## config.mk

```make
export PLATFORM = sky130hd
export DESIGN_NAME = tsf_framer_tx
export DESIGN_NICKNAME = d
export VERILOG_FILES = /design/src/rtl/tsf_pkg.sv /design/src/rtl/tsf_pair_buf.sv /design/src/rtl/tsf_framer_tx.sv
export SDC_FILE = /design/constraint.sdc
export NUM_CORES = 1
export LEC_CHECK = 0
export ABC_AREA = 1
export BUFFER_PORTS_ARGS = -buffer_cell sky130_fd_sc_hd__buf_2
export CORE_UTILIZATION = 23
export CTS_CLUSTER_DIAMETER = 200
export CTS_CLUSTER_SIZE = 40
export DETAILED_ROUTE_END_ITERATION = 10
export SLEW_MARGIN = 25
export SYNTH_ARGS = -nofsm -noshare
export SYNTH_HDL_FRONTEND = slang
export SYNTH_SLANG_ARGS = --single-unit
```

## constraint.sdc

```tcl
create_clock -name i_sys_clk -period 2.99 [get_ports i_sys_clk]
set_input_delay 0.299 -clock i_sys_clk [delete_from_list [all_inputs] [get_ports i_sys_clk]]
set_output_delay 0.299 -clock i_sys_clk [all_outputs]
set_load 0.01 [all_outputs]
```

## src/rtl/tsf_pkg.sv

```systemverilog
// constants and types shared by the transmit serial timing block
package tsf_pkg;
  localparam int          POS_W       = 8;
  localparam int          FRM_W       = 5;
  localparam int          CRC_W       = 6;
  localparam int          WORD_W      = 3;
  localparam logic [7:0]  POS_FBIT    = 8'h00;
  localparam logic [7:0]  POS_LAST    = 8'hc0;   // 24 channels x 8 bits after the F bit
  localparam logic [2:0]  LSB_PHASE   = 3'h0;
  localparam logic [4:0]  D4_LAST     = 5'h0b;   // 12 frames per multiframe
  localparam logic [4:0]  ESF_LAST    = 5'h17;   // 24 frames per multiframe
  localparam logic [11:0] D4_FPAT     = 12'h8dc; // frame 1 in the msb
  localparam logic [5:0]  ESF_FPS     = 6'h0b;   // frame 4 in the msb
  localparam logic [5:0]  CRC_POLY    = 6'h03;
  localparam logic [5:0]  CRC_INIT    = 6'h00;
  localparam logic [1:0]  ESF_FPS_SEL = 2'h3;
  localparam logic [1:0]  ESF_CRC_SEL = 2'h1;
  localparam logic        IDLE_BIT    = 1'b1;
  localparam int          W_BIT       = 0;
  localparam int          W_FRM       = 1;
  localparam int          W_MF        = 2;
  typedef enum logic {TSF_SRC_LINE, TSF_SRC_SYS} tsf_src_t;
endpackage

```

## src/rtl/tsf_pair_buf.sv

```systemverilog
// two-entry buffer with valid and ready on both sides
module tsf_pair_buf #(
  parameter int W = 3
) (
  // clock and reset
  input  wire logic         i_sys_clk,
  input  wire logic         i_reset_n,
  // fill side
  input  wire logic         i_in_valid,
  input  wire logic [W-1:0] i_in_data,
  output logic              o_in_ready,
  // drain side
  output logic              o_out_valid,
  output logic [W-1:0]      o_out_data,
  input  wire logic         i_out_ready
);
  logic [W-1:0] mem_reg [2];
  logic         wr_ptr_reg;
  logic         rd_ptr_reg;
  logic [1:0]   count_reg;
  logic         push;
  logic         pop;

  assign o_in_ready  = (count_reg != 2'h2);
  assign o_out_valid = (count_reg != 2'h0);
  assign o_out_data  = mem_reg[rd_ptr_reg];
  assign push        = i_in_valid && o_in_ready;
  assign pop         = o_out_valid && i_out_ready;

  always_ff @(posedge i_sys_clk or negedge i_reset_n) begin
    if (!i_reset_n) begin
      mem_reg[0] <= '0;
      mem_reg[1] <= '0;
    end else if (push) begin
      mem_reg[wr_ptr_reg] <= i_in_data;
    end
  end

  always_ff @(posedge i_sys_clk or negedge i_reset_n) begin
    if (!i_reset_n) begin
      wr_ptr_reg <= 1'b0;
      rd_ptr_reg <= 1'b0;
      count_reg  <= 2'h0;
    end else begin
      if (push) wr_ptr_reg <= ~wr_ptr_reg;
      if (pop) rd_ptr_reg <= ~rd_ptr_reg;
      count_reg <= count_reg + {1'b0, push} - {1'b0, pop};
    end
  end

  AST_NO_OVERFILL: assert property (@(posedge i_sys_clk) disable iff (!i_reset_n)
    count_reg == 2'h2 && !pop |=> count_reg == 2'h2)
    else $error("buffer count changed while full without a pop");
endmodule

```

## src/rtl/tsf_framer_tx.sv

```systemverilog
// transmit serial timing: frame counting, overhead insertion, channel clock
// Overview of operation
// RULE1 - frame is one F bit plus 24 eight-bit channels, 125 us
// RULE2 - F bit occupies first bit time, then channels 1 to 24
// RULE3 - channel bits sent msb first, lsb last
// RULE4 - D4 mode counts twelve frames per multiframe
// RULE5 - ESF mode counts twenty-four frames per multiframe
// RULE6 - line side advances on the 1.544 MHz line clock
// RULE7 - store off: serial input sampled on line clock falling edge
// RULE8 - store on: serial input sampled on system clock falling edge
// RULE9 - channel clock high during each channel lsb bit time, else low
// RULE10 - channel clock timed from line or system clock per store enable
// RULE11 - channel clock only active with legacy emulation select high
// RULE12 - transmit and receive elastic stores switch on and off independently
// RULE13 - formatter inserts all frame and multiframe overhead bits
// RULE14 - system clock up to 8.192 MHz or burst is accepted; bits arriving while the two-entry buffer is full are dropped
// RULE15 - store on: system sync pulse marks frame boundary, else ignored
module tsf_framer_tx
  import tsf_pkg::*;
(
  // clock and reset
  input  wire logic i_sys_clk,
  input  wire logic i_reset_n,
  // configuration
  input  wire logic i_esf_mode,
  input  wire logic i_tx_es_enable,
  input  wire logic i_rx_es_enable,
  input  wire logic i_legacy_emulation_select,
  // backplane side
  input  wire logic i_transmit_line_clock,
  input  wire logic i_transmit_system_clock,
  input  wire logic i_transmit_system_sync,
  input  wire logic i_ser_data,
  output logic      o_ser_ready,
  // line formatter side
  output logic      o_line_data,
  output logic      o_line_frame,
  output logic      o_line_mframe,
  output logic      o_transmit_channel_clock,
  // store status
  output logic      o_tx_es_active,
  output logic      o_rx_es_active
);
  logic [POS_W-1:0]  pos_reg;
  logic [FRM_W-1:0]  frame_reg;
  logic [CRC_W-1:0]  crc_acc_reg;
  logic [CRC_W-1:0]  crc_hold_reg;
  logic              lclk_d_reg;
  logic              sclk_d_reg;
  logic              chan_clk_reg;
  logic              line_data_reg;
  logic              line_frame_reg;
  logic              line_mframe_reg;
  logic              tx_es_reg;
  logic              rx_es_reg;
  tsf_src_t          src;
  logic              lfall;
  logic              sfall;
  logic              lrise;
  logic              sample;
  logic              sync_hit;
  logic [POS_W-1:0]  cur_pos;
  logic [FRM_W-1:0]  cur_frame;
  logic [POS_W-1:0]  pos_next;
  logic [FRM_W-1:0]  frame_next;
  logic              mf_last;
  logic              fbit;
  logic              word_bit;
  logic [WORD_W-1:0] push_word;
  logic              buf_valid;
  logic [WORD_W-1:0] buf_data;

  function automatic logic [FRM_W-1:0] frame_inc(input logic [FRM_W-1:0] f,
                                                 input logic esf);
    // at or past the last frame wraps, so a mode change mid-multiframe cannot run on
    if (f >= (esf ? ESF_LAST : D4_LAST)) return '0; // RULE4 RULE5
    return f + 5'h01;
  endfunction

  function automatic logic is_lsb(input logic [POS_W-1:0] p);
    return (p != POS_FBIT) && (p[2:0] == LSB_PHASE);
  endfunction

  function automatic logic [CRC_W-1:0] crc_step(input logic [CRC_W-1:0] c,
                                                input logic b);
    logic fb;
    fb = c[CRC_W-1] ^ b;
    return {c[CRC_W-2:0], 1'b0} ^ (fb ? CRC_POLY : CRC_INIT);
  endfunction

  // inputs arrive synchronous to i_sys_clk, so edges come from one delay stage
  assign lfall    = lclk_d_reg && !i_transmit_line_clock;
  assign lrise    = !lclk_d_reg && i_transmit_line_clock;
  assign sfall    = sclk_d_reg && !i_transmit_system_clock;
  assign src      = tx_es_reg ? TSF_SRC_SYS : TSF_SRC_LINE;
  // 250 MHz oversampling resolves even an 8.192 MHz burst clock
  assign sample   = (src == TSF_SRC_SYS) ? sfall : lfall; // RULE7 RULE8 RULE10 RULE14
  assign sync_hit = tx_es_reg && i_transmit_system_sync; // RULE15
  assign cur_pos  = sync_hit ? POS_FBIT : pos_reg;
  assign cur_frame = (sync_hit && pos_reg != POS_FBIT) ? frame_inc(frame_reg, i_esf_mode)
                                                        : frame_reg;
  assign pos_next   = (cur_pos == POS_LAST) ? POS_FBIT : cur_pos + 8'h01; // RULE1 RULE2
  assign frame_next = (cur_pos == POS_LAST) ? frame_inc(cur_frame, i_esf_mode) : cur_frame;
  assign mf_last    = (cur_frame == (i_esf_mode ? ESF_LAST : D4_LAST));

  // overhead bit for the current frame
  always_comb begin
    fbit = IDLE_BIT;
    if (!i_esf_mode) begin
      fbit = D4_FPAT[D4_LAST[3:0] - cur_frame[3:0]];
    end else if (cur_frame[1:0] == ESF_FPS_SEL) begin
      fbit = ESF_FPS[3'h5 - cur_frame[4:2]];
    end else if (cur_frame[1:0] == ESF_CRC_SEL) begin
      fbit = crc_hold_reg[3'h5 - cur_frame[4:2]];
    end
  end

  // payload passes in arrival order, so bit 1 (msb) of each channel leads
  assign word_bit  = (cur_pos == POS_FBIT) ? fbit : i_ser_data; // RULE3 RULE13
  assign push_word = {(cur_pos == POS_FBIT) && (cur_frame == '0),
                      cur_pos == POS_FBIT, word_bit};

  always_ff @(posedge i_sys_clk or negedge i_reset_n) begin
    if (!i_reset_n) begin
      lclk_d_reg <= 1'b0;
      sclk_d_reg <= 1'b0;
    end else begin
      lclk_d_reg <= i_transmit_line_clock;
      sclk_d_reg <= i_transmit_system_clock;
    end
  end

  always_ff @(posedge i_sys_clk or negedge i_reset_n) begin
    if (!i_reset_n) begin
      tx_es_reg <= 1'b0;
      rx_es_reg <= 1'b0;
    end else begin
      tx_es_reg <= i_tx_es_enable; // RULE12
      rx_es_reg <= i_rx_es_enable; // RULE12
    end
  end

  always_ff @(posedge i_sys_clk or negedge i_reset_n) begin
    if (!i_reset_n) begin
      pos_reg   <= POS_FBIT;
      frame_reg <= '0;
    end else if (sample) begin
      pos_reg   <= pos_next;
      frame_reg <= frame_next;
    end
  end

  // crc over a whole multiframe with F bits counted as ones, sent next multiframe
  always_ff @(posedge i_sys_clk or negedge i_reset_n) begin
    if (!i_reset_n) begin
      crc_acc_reg  <= CRC_INIT;
      crc_hold_reg <= CRC_INIT;
    end else if (sample) begin
      if (cur_pos == POS_LAST && mf_last) begin
        crc_acc_reg  <= CRC_INIT;
        crc_hold_reg <= crc_step(crc_acc_reg, i_ser_data); // RULE13
      end else begin
        crc_acc_reg <= crc_step(crc_acc_reg, (cur_pos == POS_FBIT) ? IDLE_BIT : i_ser_data);
      end
    end
  end

  always_ff @(posedge i_sys_clk or negedge i_reset_n) begin
    if (!i_reset_n) begin
      chan_clk_reg <= 1'b0;
    end else begin
      chan_clk_reg <= i_legacy_emulation_select &&
                      is_lsb(sample ? pos_next : pos_reg); // RULE9 RULE11
    end
  end

  // a full buffer drops the bit; o_ser_ready tells the source
  tsf_pair_buf #(.W(WORD_W)) u_buf (
    .i_sys_clk   (i_sys_clk),
    .i_reset_n   (i_reset_n),
    .i_in_valid  (sample),
    .i_in_data   (push_word),
    .o_in_ready  (o_ser_ready),
    .o_out_valid (buf_valid),
    .o_out_data  (buf_data),
    .i_out_ready (lrise)
  );

  // line side takes one word per line clock rising edge; underrun sends idle ones
  always_ff @(posedge i_sys_clk or negedge i_reset_n) begin
    if (!i_reset_n) begin
      line_data_reg   <= IDLE_BIT;
      line_frame_reg  <= 1'b0;
      line_mframe_reg <= 1'b0;
    end else if (lrise) begin
      line_data_reg   <= buf_valid ? buf_data[W_BIT] : IDLE_BIT; // RULE6
      line_frame_reg  <= buf_valid && buf_data[W_FRM];
      line_mframe_reg <= buf_valid && buf_data[W_MF];
    end
  end

  assign o_line_data              = line_data_reg;
  assign o_line_frame             = line_frame_reg;
  assign o_line_mframe            = line_mframe_reg;
  assign o_transmit_channel_clock = chan_clk_reg;
  assign o_tx_es_active           = tx_es_reg;
  assign o_rx_es_active           = rx_es_reg;

  AST_POS_WRAP: assert property (@(posedge i_sys_clk) disable iff (!i_reset_n) // RULE1
    sample && cur_pos == POS_LAST |=> pos_reg == POS_FBIT)
    else $error("frame did not wrap after bit 193");
  AST_FBIT_FIRST: assert property (@(posedge i_sys_clk) disable iff (!i_reset_n) // RULE2
    sample && cur_pos == POS_FBIT |-> push_word[W_FRM] && word_bit == fbit)
    else $error("F bit not in first bit time");
  AST_MSB_ORDER: assert property (@(posedge i_sys_clk) disable iff (!i_reset_n) // RULE3
    sample && cur_pos != POS_FBIT |-> word_bit == i_ser_data && !push_word[W_FRM])
    else $error("channel bit not passed in order");
  AST_D4_LEN: assert property (@(posedge i_sys_clk) disable iff (!i_reset_n) // RULE4
    sample && !i_esf_mode && cur_pos == POS_LAST && cur_frame == D4_LAST |=> frame_reg == '0)
    else $error("D4 multiframe not twelve frames");
  AST_ESF_LEN: assert property (@(posedge i_sys_clk) disable iff (!i_reset_n) // RULE5
    sample && i_esf_mode && cur_pos == POS_LAST && cur_frame == ESF_LAST |=> frame_reg == '0)
    else $error("ESF multiframe not twenty-four frames");
  AST_LINE_OUT: assert property (@(posedge i_sys_clk) disable iff (!i_reset_n) // RULE6
    lrise && buf_valid |=> o_line_data == $past(buf_data[W_BIT]))
    else $error("line bit not taken on line clock rise");
  AST_LINE_SAMPLE: assert property (@(posedge i_sys_clk) disable iff (!i_reset_n) // RULE7
    !tx_es_reg && $past(i_transmit_line_clock) && !i_transmit_line_clock |-> sample)
    else $error("line clock fall not sampled");
  AST_SYS_SAMPLE: assert property (@(posedge i_sys_clk) disable iff (!i_reset_n) // RULE8
    tx_es_reg && $past(i_transmit_system_clock) && !i_transmit_system_clock |-> sample)
    else $error("system clock fall not sampled");
  AST_CHAN_LSB: assert property (@(posedge i_sys_clk) disable iff (!i_reset_n) // RULE9
    o_transmit_channel_clock |-> is_lsb(pos_reg))
    else $error("channel clock high outside lsb");
  AST_CHAN_OFF: assert property (@(posedge i_sys_clk) disable iff (!i_reset_n) // RULE11
    !$past(i_legacy_emulation_select) |-> !o_transmit_channel_clock)
    else $error("channel clock active without legacy select");
  AST_SYNC_BOUND: assert property (@(posedge i_sys_clk) disable iff (!i_reset_n) // RULE15
    sample && tx_es_reg && i_transmit_system_sync |=> pos_reg == 8'h01)
    else $error("system sync did not set frame boundary");
endmodule

```

==> Yosys cells after proc, flatten, opt, wreduce, memory -nomap -nowiden <==
Memories as Yosys holds them, arrays and structs flattened.
Index checks and enable logic that the tools add are counted.
{ "word_totals": {"out_inout_bits": 7, "romBits": 24, "word_cells": 103, "latchBits": 0, "ramBits": 0, "mem_count": 2, "input_bits": 10, "register_bits": 43} }
{ "classes": {"bitwise": 8, "div": 0, "muxes": 33, "n_addsub": 7, "mul": 0, "shift": 0, "order_cmp": 7, "reduce_logical": 24, "n_eq_ne": 5} }
{ "memory_table": {"columns": ["name", "words", "word_bits", "rd", "rd_clocked_by_memory_dff", "write_ports", "line", "text"], "rows": [
  ["(name not given)", 16, 1, 1, 0, 0, "tsf_framer_tx.sv:110", "fbit = D4_FPAT[D4_LAST[3:0] - cur_frame[3:0]];"],
  ["(name not given)", 8, 1, 1, 0, 0, "tsf_framer_tx.sv:112", "fbit = ESF_FPS[3'h5 - cur_frame[4:2]];"]
]} }
{ "op_table": {"columns": ["cell", "n"], "rows": [
  ["2-to-1 mux 5 bit", 7],
  ["2-to-1 mux 8 bit", 3],
  ["nonzero test 8 bit", 2],
  ["logical AND 1 bit", 14],
  ["2-to-1 mux 1 bit", 13],
  ["2-to-1 mux 3 bit", 4],
  ["XOR 6 x 2 -> 6 bit", 2],
  ["adder 5 x 1 -> 5 bit (second input constant)", 2],
  ["greater-or-equal comparator 5 bit", 2],
  ["adder 8 x 1 -> 8 bit (second input constant)", 1],
  ["equality test 8 bit (second input constant)", 1],
  ["logical NOT 8 bit", 1],
  ["bitwise mux 6 bit", 1],
  ["2-to-1 mux 6 bit", 1],
  ["equality test 5 bit", 1],
  ["logical NOT 5 bit", 1],
  ["< comparator 4 x 5 -> 1 bit (second input constant)", 1],
  ["greater-or-equal comparator 2 bit (second input constant)", 2],
  ["< comparator 3 x 4 -> 1 bit (second input constant)", 1],
  ["2-to-1 mux 2 bit", 2],
  ["inverter 1 -> 2 bit", 2],
  ["subtractor 4 bit (first input constant)", 1],
  ["binary-select mux 1 bit (select 3 bit)", 1],
  ["demux 3 bit (select 1 bit)", 1],
  ["13 further kinds", 17]
]} }

==> Longest topological paths before layout <==
Gate-level depths: netlist of run 1.
{ "depth": {"ltp_word": 13, "ltp_mapped": 20, "mapped_depth_nobuf": 20} }

==> Modules after synthesis <==
A second synthesis of run 1 with hierarchy kept.
{ "hier_totals": {"cells_unflattened": 364, "area_unflattened_um2": 2849.0} }
{ "modules_own_cells": {"columns": ["module", "cells_each", "area_per_inst_um2", "seq_area_each_um2", "instances"], "rows": [
  ["tsf_framer_tx", 297, 2313.5, 827.0, 1],
  ["tsf_pair_buf", 67, 535.5, 250.2, 1]
]} }

==> Worst setup path after synthesis of run 1 <==
OpenSTA, ideal clock, no wires.
{ "synth_path": {"path_kind": "register to register", "start": "register frame_reg[4]", "end": "register frame_reg[1]", "t_arrival_ps": 2422, "t_required_ps": 2880, "period_less_slack_ps": 2533, "path_stages_with_launch": 18, "path_buffers": 0, "setup_time_ps": 110, "path_slack_ps": 457, "path_cell_list": "dfrtp_1 ha_1 nand2_1 nand2_1 nor2_1 nand2_1 nand2_1 nand2_1 nand2_1 nand2_2 inv_1 ha_1 nand2_1 inv_1 a221oi_1 o21ai_0 a31o_1 o41ai_1"} }
{ "synth_via": {"elab_chain_cells": 8, "elab_cells_between_ends": 10, "classes_between": "2 x add/sub; 2 x order compare; 6 x mux"} }
{ "synth_lines": {"columns": ["item", "line", "text"], "rows": [
  ["from (decl)", "tsf_framer_tx.sv:45", "logic [FRM_W-1:0] frame_reg;"],
  ["from (signal assigned)", "tsf_framer_tx.sv:149", "frame_reg <= frame_next;"],
  ["greater-or-equal comparator 5 bit", "tsf_framer_tx.sv:76", "if (f >= (esf ? ESF_LAST : D4_LAST)) return '0;"],
  ["2-to-1 mux 1 bit", "tsf_framer_tx.sv:76", null],
  ["2-to-1 mux 5 bit", "tsf_framer_tx.sv:77", "return f + 5'h01;"],
  ["2-to-1 mux 5 bit *", "tsf_framer_tx.sv:100", "assign cur_frame = (sync_hit && pos_reg != POS_FBIT) ? frame_inc(frame_reg, i_esf_mode)"],
  ["greater-or-equal comparator 5 bit", "tsf_framer_tx.sv:76", null],
  ["2-to-1 mux 1 bit", "tsf_framer_tx.sv:76", null],
  ["2-to-1 mux 5 bit", "tsf_framer_tx.sv:77", null],
  ["2-to-1 mux 5 bit *", "tsf_framer_tx.sv:103", "assign frame_next = (cur_pos == POS_LAST) ? frame_inc(cur_frame, i_esf_mode) : cur_frame;"]
]} }
Mark *: on every way between the ends. The rest lies on a longest branch, timed or not.
A chain may end at the register's enable or synchronous reset.

==> Worst setup path after layout of run 1 <==
{ "layout_path": {"start": "register frame_reg[4]", "end": "register frame_reg[4]"} }
The elaborated chain is that of the path after synthesis.

==> results of run 1 <==
==> power by group through the flow <==
stage / clock network (W) / logic, W / registers [W]
floorplan: 0 / 0.000851 / 0.000864
global placement: 0 / 0.00112 / 0.000875
detailed placement: 0 / 0.00115 / 0.000877
CTS: 0.000563 / 0.00115 / 0.000867
global route: 0.000597 / 0.00135 / 0.000890
finish: 0.000549 / 0.00119 / 0.000870
==> critical path, cell delays in order (launching register included) <==
cell      delay [ps]
dfrtp_2          440
ha_1             330
nand2_1          100
nand2_1           70
nor2_1           100
nand2_1           80
nand2_2           90
nand2_1          100
a21oi_2          160
ha_1             260
nand2_1           60
inv_1             50
a221oi_2         200
o21ai_1          110
a31o_1           220
nand2_1           80
nand2_1           80
o21ai_1          120
==> layout make-up <==
cell class                      instances  area share, %
Timing Repair Buffer                   22           3.97
Tap cell                              143           5.57
Inverter                               61           7.44
Sequential cell                        43           33.6
Clock inverter                          1          0.273
Clock buffer                            7           4.44
Multi-Input combinational cell        235           44.7
==> kinds of logic after synthesis <==
| logic type | after synthesis |
|---|---|
| buffers and inverters | 64 |
| flip-flops | 43 |
| AO/OA/AOI/OAI | 53 |
| adder cells (fa/ha/maj) | 18 |
| XOR/XNOR | 14 |
| AND/OR/NAND/NOR | 148 |
| multiplexers | 2 |
==> path summary, 6_finish.rpt <==
kind,endpoint,slack (ps),cells past startpoint
max in group asynchronous,frame_reg[4],2570,1
setup / recovery,frame_reg[4],250,17
hold reg to reg,u_buf.mem_reg[5],490,2
hold / removal,pos_reg[1],4,1
setup reg to reg,frame_reg[4],250,17
min in group i_sys_clk,o_tx_es_active,120,1
==> per-layer routing <==
| metal | GRT usage [%] | share of wire, % |
|---|---|---|
| met1 | 12.8 | 48 |
| met2 | 17.3 | 47 |
| met3 | 1.59 | 2.5 |
| met4 | 4.05 | 1.9 |
| met5 | 0 | 0 |
==> repair_timing <==
item | CTS | global route
gates resized for setup | 0 | 6
setup endpoints to repair | 0 | 5
setup buffers | 0 | 1
==> stage by stage <==
step | power [W] | cells
2_1_floorplan | 0.00172 | 342
3_3_place_gp | 0.00200 | 503
4_1_cts | 0.00258 | 511
5_1_grt | 0.00283 | 512
6_report | 0.00261 | 512
3_5_place_dp | 0.00202 | 503
==> cells in the mapped netlist (all sizes together) <==
cell type	instances	area share, %
ha	18	8.2
nor3b	1	0.46
inv	61	8.7
o2111ai	1	0.32
o41ai	1	0.32
o22ai	12	3.0
xnor2	4	1.3
a22oi	1	0.27
a31o	1	0.32
a21oi	5	1.2
nor2	36	6.8
or2	1	0.32
nand3	19	4.1
nand4	5	1.1
nor3	3	0.73
dfstp	1	0.96
a221oi	1	0.32
nand3b	1	0.27
clkbuf	1	0.14
mux2i	2	0.73
xor2	10	3.5
o21a	1	0.27
dfrtp	42	38
nand2	82	12
o21ai	30	5.9
buf	2	0.27
==> impl_metrics.py, run 1 <==
metrics = {
    "run_status": {
        "status": "complete, no violations",
    },
    "cells_and_area": {
        "layout_commonest_cell": "nand2_1",
        "largest_reg_flops": 8,
        "num_antenna_cells": 0,
        "fin_area_um2": 3210,
        "nFillCells": 1223,
        "regArea_um2": 1080,
        "final_util_pct": 27.9,
        "final_cell_mix": "76 x nand2_1, 53 x inv_1, 41 x dfrtp_1",
        "multi_input_area_um2": 1440,
        "area_delta_synth_final_pct": 17.2,
        "finalNetCount": 396,
        "final_layout_size_suffix_gt1_share_pct": 18.2,
    },
    "flow_run": {
        "drv_cap": 0,
    },
    "timing": {
        "setup_tns_ps": 0,
        "period_minus_slack_ps": 2740,
        "fmax_ghz": 0.365,
        "setup_violations": 0,
        "finalClockSkew_ps": 9.89,
        "tightestPinTransition_ps": 547,
        "post-route-period-util_pct": 91.6,
        "slew_violations": 0,
        "relSlewSlack_pct": 63.5,
        "hold_viol": 0,
        "rsz0062_at_grt": "no",
        "hold_ws_ps": 4.33,
        "worst_slack_ps": 250,
    },
    "route": {
        "wirelength_um": 5800,
        "drc": 0,
        "vias_per_cell": 4.40,
        "dr.pass1.iters": 4,
        "ant_nets": 0,
        "drt_iter0_markers": 75,
        "wl_per_cell_um": 11.3,
        "vias": 2255,
    },
    "pwr": {
        "clockPowerShare_pct": 21.1,
        "internal_power_w": 0.00154,
        "ir_worst_vdd_mv": 0.312,
        "power_leakage_nw": 1.58,
        "p_sw_w": 0.00106,
        "combPwrFrac_pct": 45.6,
        "cellPowerDensity_nw_per_um2": 811,
        "power_frac_seq_pct": 33.4,
        "p_sw_share_pct": 40.8,
    },
    "floorplanning": {
        "std_cell_rows": 39,
        "die_width_um": 111,
        "dieArea_um2": 12400,
        "pin_count": 17,
        "chipHeight_um": 111,
        "start_util_pct": 23.8,
        "coreArea_um2": 11500,
    },
    "worst_setup_path": {
        "criticalPathCategory": "register to register",
        "required_ps": 3190,
        "cp_max_fo": 4,
        "arrival_ps": 2940,
        "worstSetupEndpointType": "register",
        "timing.rr.start": "frame_reg[4]",
        "cp-start-kind": "register",
        "setup.worst_path.start": "frame_reg[4]",
    },
    "logic_synthesis": {
        "synth.distinct_cells": 42,
        "synth_cells": 342,
        "ys_seq_area_share_pct": 39.3,
        "synth-compound-area-share_pct": 11.9,
        "synth_adder_area_share_pct": 8.21,
        "yosysWarnings": 0,
        "synth_fp_nets": 370,
        "syn_area_um2": 2740,
        "synth-simple-area-share_pct": 26.0,
        "synth_top_family_by_area": "simple AND/OR/NAND/NOR gates",
        "syn_area_per_cell_um2": 8.02,
        "ys_ff_latch": 43,
        "synth_mux_area_share_pct": 0.730,
        "synth-xor-area-share_pct": 4.74,
    },
    "global_route": {
        "grt-ovfl-total": 0,
        "grt_max_degree": 44,
        "first_global_vias": 2295,
        "grt_pass1_wl_um": 10300,
        "track_usage_pct": 10.1,
        "antenna_found_initial": 0,
    },
    "cts": {
        "cts_htree_levels": 2,
        "clk_latency_ps": 280,
        "clk_pin_slew_ps": 70,
        "clock_path_buffers": 2,
        "cts_inserted_buffers": 5,
        "root_buffer": "clkbuf_16",
        "ctsHoldBuffers": 0,
        "clock_sinks": 43,
        "cts_tree": "built",
    },
    "place": {
        "dpl_cell_area_um2": 3030,
        "gp_congestion": 0.879,
        "hpwl_um": 4510,
        "dpl_worst_slack_ps": -88.7,
        "portBuffers": 16,
    },
    "hold_path": {
        "hp-class": "input port to async pin",
    },
}
Power figures use the tool's default switching activity.
==> run 2: changes to the inputs <==
CAP_MARGIN = 10   (was default)
CTS_CLUSTER_DIAMETER = default   (was 200)
RECOVER_POWER = 50   (was default)
==> run 2 against run 1 <==
Against the previous run:
- the run now ends with capacitance limit, slew limit left
- setup slack did not move
- flip-flop and latch count did not move
- combinational power barely moved
==> impl_metrics.py, run 2 (synthesis gave the netlist of run 1 again) <==
metrics = {
    "pwr": {
        "p_sw_share_pct": 40.8,
        "ir_worst_vdd_mv": 0.312,
        "combPwrFrac_pct": 45.5,
        "p_sw_w": 0.00106,
        "clockPowerShare_pct": 21.1,
        "power_frac_seq_pct": 33.4,
        "internal_power_w": 0.00154,
        "cellPowerDensity_nw_per_um2": 812,
        "power_leakage_nw": 1.57,
    },
    "timing": {
        "setup_tns_ps": 0,
        "post-route-period-util_pct": 91.6,
        "period_minus_slack_ps": 2740,
        "worst_slack_ps": 250,
        "hold_viol": 0,
        "setup_violations": 0,
        "fmax_ghz": 0.365,
        "slew_violations": 44,
        "rsz0062_at_grt": "no",
        "relSlewSlack_pct": -54.1,
        "tightestPinTransition_ps": 2310,
        "finalClockSkew_ps": 9.85,
    },
    "cts": {
        "cts_tree": "built",
        "clock_sinks": 43,
        "cts_htree_levels": 2,
        "root_buffer": "clkbuf_16",
        "clk_pin_slew_ps": 70,
        "ctsHoldBuffers": 0,
        "cts_inserted_buffers": 5,
        "clk_latency_ps": 280,
        "clock_path_buffers": 2,
    },
    "place": {
        "dpl_worst_slack_ps": -88.7,
        "hpwl_um": 4510,
        "gp_congestion": 0.879,
        "portBuffers": 16,
        "dpl.cell_count": 503,
        "dpl_cell_area_um2": 3030,
    },
    "worst_setup_path": {
        "cp_num_buf_inv": 1,
        "cp_max_fo": 4,
        "worstSetupEndpointType": "register",
        "worstRegToRegCells": 17,
        "max_stage_delay_ps": 440,
        "critPathSlowestCell": "dfrtp_2",
        "required_ps": 3190,
        "crit_top_cell": "nand2_1",
        "arrival_ps": 2940,
        "cp-start-kind": "register",
        "cp_top_family": "compound AO/OA/AOI/OAI gates",
        "critical_path_depth": 17,
        "criticalPathCategory": "register to register",
        "crit_chain": "ha_1, nand2_1, nand2_1, nor2_1, nand2_1, nand2_2, nand2_1, a21oi_2, ha_1, nand2_1, inv_1, a221oi_2, o21ai_1, a31o_1, nand2_1, nand2_1, o21ai_1",
    },
    "global_route": {
        "grt_pass1_wl_um": 10300,
        "grt_util_met3_pct": 1.59,
        "first_global_vias": 2295,
        "use_met1_pct": 12.8,
        "grt-ovfl-total": 0,
        "antenna_found_initial": 0,
        "track_usage_pct": 10.1,
        "grt_max_degree": 44,
        "grtUsageMet2_pct": 17.3,
        "grt-busiest-layer": "met2",
    },
    "cells_and_area": {
        "layout_commonest_cell": "nand2_1",
        "fin_area_um2": 3210,
        "finalNetCount": 396,
        "final_layout_size_suffix_gt1_share_pct": 17.6,
        "num_antenna_cells": 0,
        "largest_reg_flops": 8,
        "area_delta_synth_final_pct": 17.0,
        "final_cells": 512,
        "final_cell_mix": "76 x nand2_1, 53 x inv_1, 41 x dfrtp_1",
    },
    "run_status": {
        "status": "finished, violations left",
        "violations": "capacitance limit, slew limit",
    },
    "flow_run": {
        "drv_cap": 1,
    },
    "hold_path": {
        "hp-class": "input port to register",
        "holdPathStages": 1,
    },
    "route": {
        "wl_per_cell_um": 11.3,
        "wirelength_um": 5800,
        "dr.pass1.iters": 4,
        "drc": 0,
        "vias_per_cell": 4.41,
        "vias": 2257,
        "ant_nets": 0,
        "drt_iter0_markers": 75,
    },
    "floorplanning": {
        "std_cell_rows": 39,
        "coreArea_um2": 11500,
        "pin_count": 17,
        "start_util_pct": 23.8,
        "dieArea_um2": 12400,
        "chipHeight_um": 111,
        "die_width_um": 111,
    },
}
## run 2: cell count changes in the layout (fill, tap and decap cells not counted)
cell      delta
buf_4        -1
clkbuf_1     +2
buf_2        -1
## run 2: power groups by stage
stage / logic (W) / clock network, W / registers, W
global placement: 0.00112 / 0 / 0.000875
detailed placement: 0.00115 / 0 / 0.000877
CTS: 0.00115 / 0.000563 / 0.000867
global route: 0.00135 / 0.000597 / 0.000890
floorplan: 0.000851 / 0 / 0.000864
finish: 0.00119 / 0.000549 / 0.000870
## run 2: stage by stage
stage / hold WS [ps] / util [%] / power, W
after global routing: 111 / 27.9 / 0.00283
final: 116 / 27.9 / 0.00260
after CTS: 115 / 27.6 / 0.00258
after global placement: 408 / 26.3 / 0.00200
after detailed placement: 409 / 26.3 / 0.00202
after floorplan: 3.41 / - / 0.00172
## run 2: repair_timing
action	CTS	global route
buffers inserted	0	1
endpoints found under the hold margin	0	0
gates resized for setup	0	6
endpoints found under the setup margin	0	5
## run 2: layer usage
| layer | vias up | wire length [um] |
|---|---|---|
| li1 | 1147 | - |
| met1 | 1056 | 2800 |
| met2 | 44 | 2740 |
| met3 | 10 | 143 |
| met4 | 0 | 110 |
| met5 | - | 0 |
## run 2: area by class of cell
class	instances	area [um2]
Clock inverter	1	8.76
Timing Repair Buffer	22	123
Tap cell	143	179
Sequential cell	43	1080
Inverter	61	239
Clock buffer	7	143
Fill cell	1225	8310
Multi-Input combinational cell	235	1440
## run 2: path summary, 6_finish.rpt
path	slack (ps)	endpoint	from
worst max-delay path	250	frame_reg[4]	frame_reg[4]
worst min-delay path	120	o_tx_es_active	i_tx_es_enable
worst max register to register	250	frame_reg[4]	frame_reg[4]
worst min register to register	490	u_buf.mem_reg[5]	u_buf.mem_reg[5]
max in group asynchronous	790	frame_reg[4]	i_reset_n
min in group asynchronous	710	pos_reg[1]	i_reset_n
==> run 3: changes to the inputs <==
PLACE_DENSITY = 0.48   (was default)
==> run 3 against run 2 <==
Against the previous run:
- the run still ends with capacitance limit, slew limit left
- cell count grew 0.20%
- register-to-register slack better by 110 ps
- first-iteration DRC count shrank 8.0%
- worst hold slack improved by 3.8 ps
- global-route usage increased by 0.17 points
- utilization grew 0.38 points
- non-clock buffer count is 1 higher
- design area increased by 1.4%
- wire length up 2.3%
- critical path type unchanged
==> impl_metrics.py, run 3 (synthesis gave the netlist of run 1 again) <==
metrics = {
    "pwr": {
        "cellPowerDensity_nw_per_um2": 843,
        "p_sw_share_pct": 38.3,
        "combPwrFrac_pct": 43.0,
        "clockPowerShare_pct": 25.3,
        "p_sw_w": 0.00105,
        "power_frac_seq_pct": 31.7,
        "power_leakage_nw": 1.59,
        "ir_worst_vdd_mv": 0.239,
        "internal_power_w": 0.00169,
    },
    "cts": {
        "ctsHoldBuffers": 0,
        "post-cts-setup-buffer-count": 0,
        "clk_latency_ps": 280,
        "cts_tree": "built",
        "root_buffer": "clkbuf_16",
        "clk_pin_slew_ps": 60,
        "clock_sinks": 43,
        "clock_path_buffers": 2,
        "cts_htree_levels": 2,
        "cts_inserted_buffers": 5,
    },
    "floorplanning": {
        "chipHeight_um": 111,
        "coreArea_um2": 11500,
        "dieArea_um2": 12400,
        "start_util_pct": 23.8,
        "std_cell_rows": 39,
        "die_width_um": 111,
        "pin_count": 17,
    },
    "timing": {
        "fmax_ghz": 0.380,
        "finalClockSkew_ps": 6.34,
        "hold_viol": 0,
        "period_minus_slack_ps": 2630,
        "hold_ws_ps": 120,
        "relSlewSlack_pct": -55.8,
        "tightestPinTransition_ps": 2340,
        "setup_violations": 0,
        "rsz0062_at_grt": "no",
        "post-route-period-util_pct": 88.0,
        "slew_violations": 44,
        "setup_tns_ps": 0,
    },
    "flow_run": {
        "drv_cap": 1,
    },
    "route": {
        "vias_per_cell": 4.32,
        "wirelength_um": 5930,
        "dr.pass1.iters": 4,
        "vias": 2216,
        "drt_iter0_markers": 69,
        "ant_nets": 0,
        "drc": 0,
        "wl_per_cell_um": 11.6,
    },
    "cells_and_area": {
        "final_layout_size_suffix_gt1_share_pct": 17.6,
        "area_delta_synth_final_pct": 18.6,
        "finalNetCount": 397,
        "num_antenna_cells": 0,
        "nFillCells": 1230,
        "layout_commonest_cell": "nand2_1",
        "final_cell_mix": "76 x nand2_1, 53 x inv_1, 41 x dfrtp_1",
        "largest_reg_flops": 8,
    },
    "global_route": {
        "track_usage_pct": 10.3,
        "grt-ovfl-total": 0,
        "grt_pass1_wl_um": 10200,
        "grt_max_degree": 44,
        "first_global_vias": 2164,
        "antenna_found_initial": 0,
    },
    "worst_setup_path": {
        "required_ps": 3200,
        "cp-start-kind": "register",
        "arrival_ps": 2840,
        "criticalPathCategory": "register to register",
        "cp_max_fo": 4,
        "worstSetupEndpointType": "register",
    },
    "place": {
        "gp_congestion": 0.800,
        "hpwl_um": 4670,
        "portBuffers": 16,
    },
    "run_status": {
        "violations": "capacitance limit, slew limit",
        "status": "finished, violations left",
    },
    "hold_path": {
        "hp-class": "input port to register",
    },
}
## run 3: repair_timing
item                                   4_1_cts  5_1_grt
endpoints found under the hold margin        0        0
resized for setup                            0        5
setup endpoints to repair                    0        5
## run 3: path summary, 6_finish.rpt
check | start | endpoint | slack, ps | cells past startpoint
max | frame_reg[4] | frame_reg[4] | 360 | 19
min | i_rx_es_enable | o_rx_es_active | 120 | 1
max reg2reg | frame_reg[4] | frame_reg[4] | 360 | 19
min reg2reg | u_buf.mem_reg[3] | u_buf.mem_reg[3] | 480 | 2
max in group asynchronous | i_reset_n | frame_reg[4] | 760 | 1
min in group asynchronous | i_reset_n | pos_reg[2] | 720 | 1
## run 3: layer usage
| metal | global-route usage, % | vias to the layer above | share of wire (%) |
|---|---|---|---|
| met2 | 16.9 | 33 | 46 |
| met5 | 0 | - | 0 |
| met4 | 3.78 | 0 | 1.4 |
| met3 | 1.86 | 6 | 3.7 |
| met1 | 13.5 | 1025 | 49 |
| li1 | - | 1152 | - |
## run 3: through the flow
stage	utilization [%]	cell area (um2)	setup WS [ps]	total power (W)	std cells
floorplan	-	2740	457	0.00172	342
global placement	26.4	3040	228	0.00204	505
detailed placement	26.4	3040	63.4	0.00205	505
CTS	28.1	3230	170	0.00276	513
global route	28.2	3250	44.3	0.00297	513
finish	28.2	3250	360	0.00274	513
## run 3: layout make-up
class	instances	area, um2	area share (%)
well taps	143	179	5.50
clock buffers	6	129	3.96
flip-flops and latches	43	1080	33.2
multi-input cells	235	1440	44.2
inverters	61	239	7.35
clock inverters	2	60.1	1.85
repair buffers	23	130	4.00
## run 3: power groups by stage
| stage | Sequential [W] | Clock (W) | Combinational (W) |
|---|---|---|---|
| floorplan | 0.000864 | 0 | 0.000851 |
| global placement | 0.000878 | 0 | 0.00117 |
| detailed placement | 0.000879 | 0 | 0.00117 |
| CTS | 0.000869 | 0.000717 | 0.00118 |
| global route | 0.000890 | 0.000740 | 0.00134 |
| finish | 0.000869 | 0.000695 | 0.00118 |
## run 3: worst max-delay path, stage by stage, from the launching register on
cell and delay [ps]:
dfrtp_2 460, ha_4 290, nand2_1 70, nand2_1 80
nor2_1 50, nand2_1 70, nand2_2 70, nand2_1 70
nand2_1 60, nand2_2 100, inv_1 60, ha_1 270
nand2_1 70, inv_1 50, a221oi_2 210, o21ai_1 110
a31o_1 200, nand2_1 80, nand2_1 70, o21ai_1 120
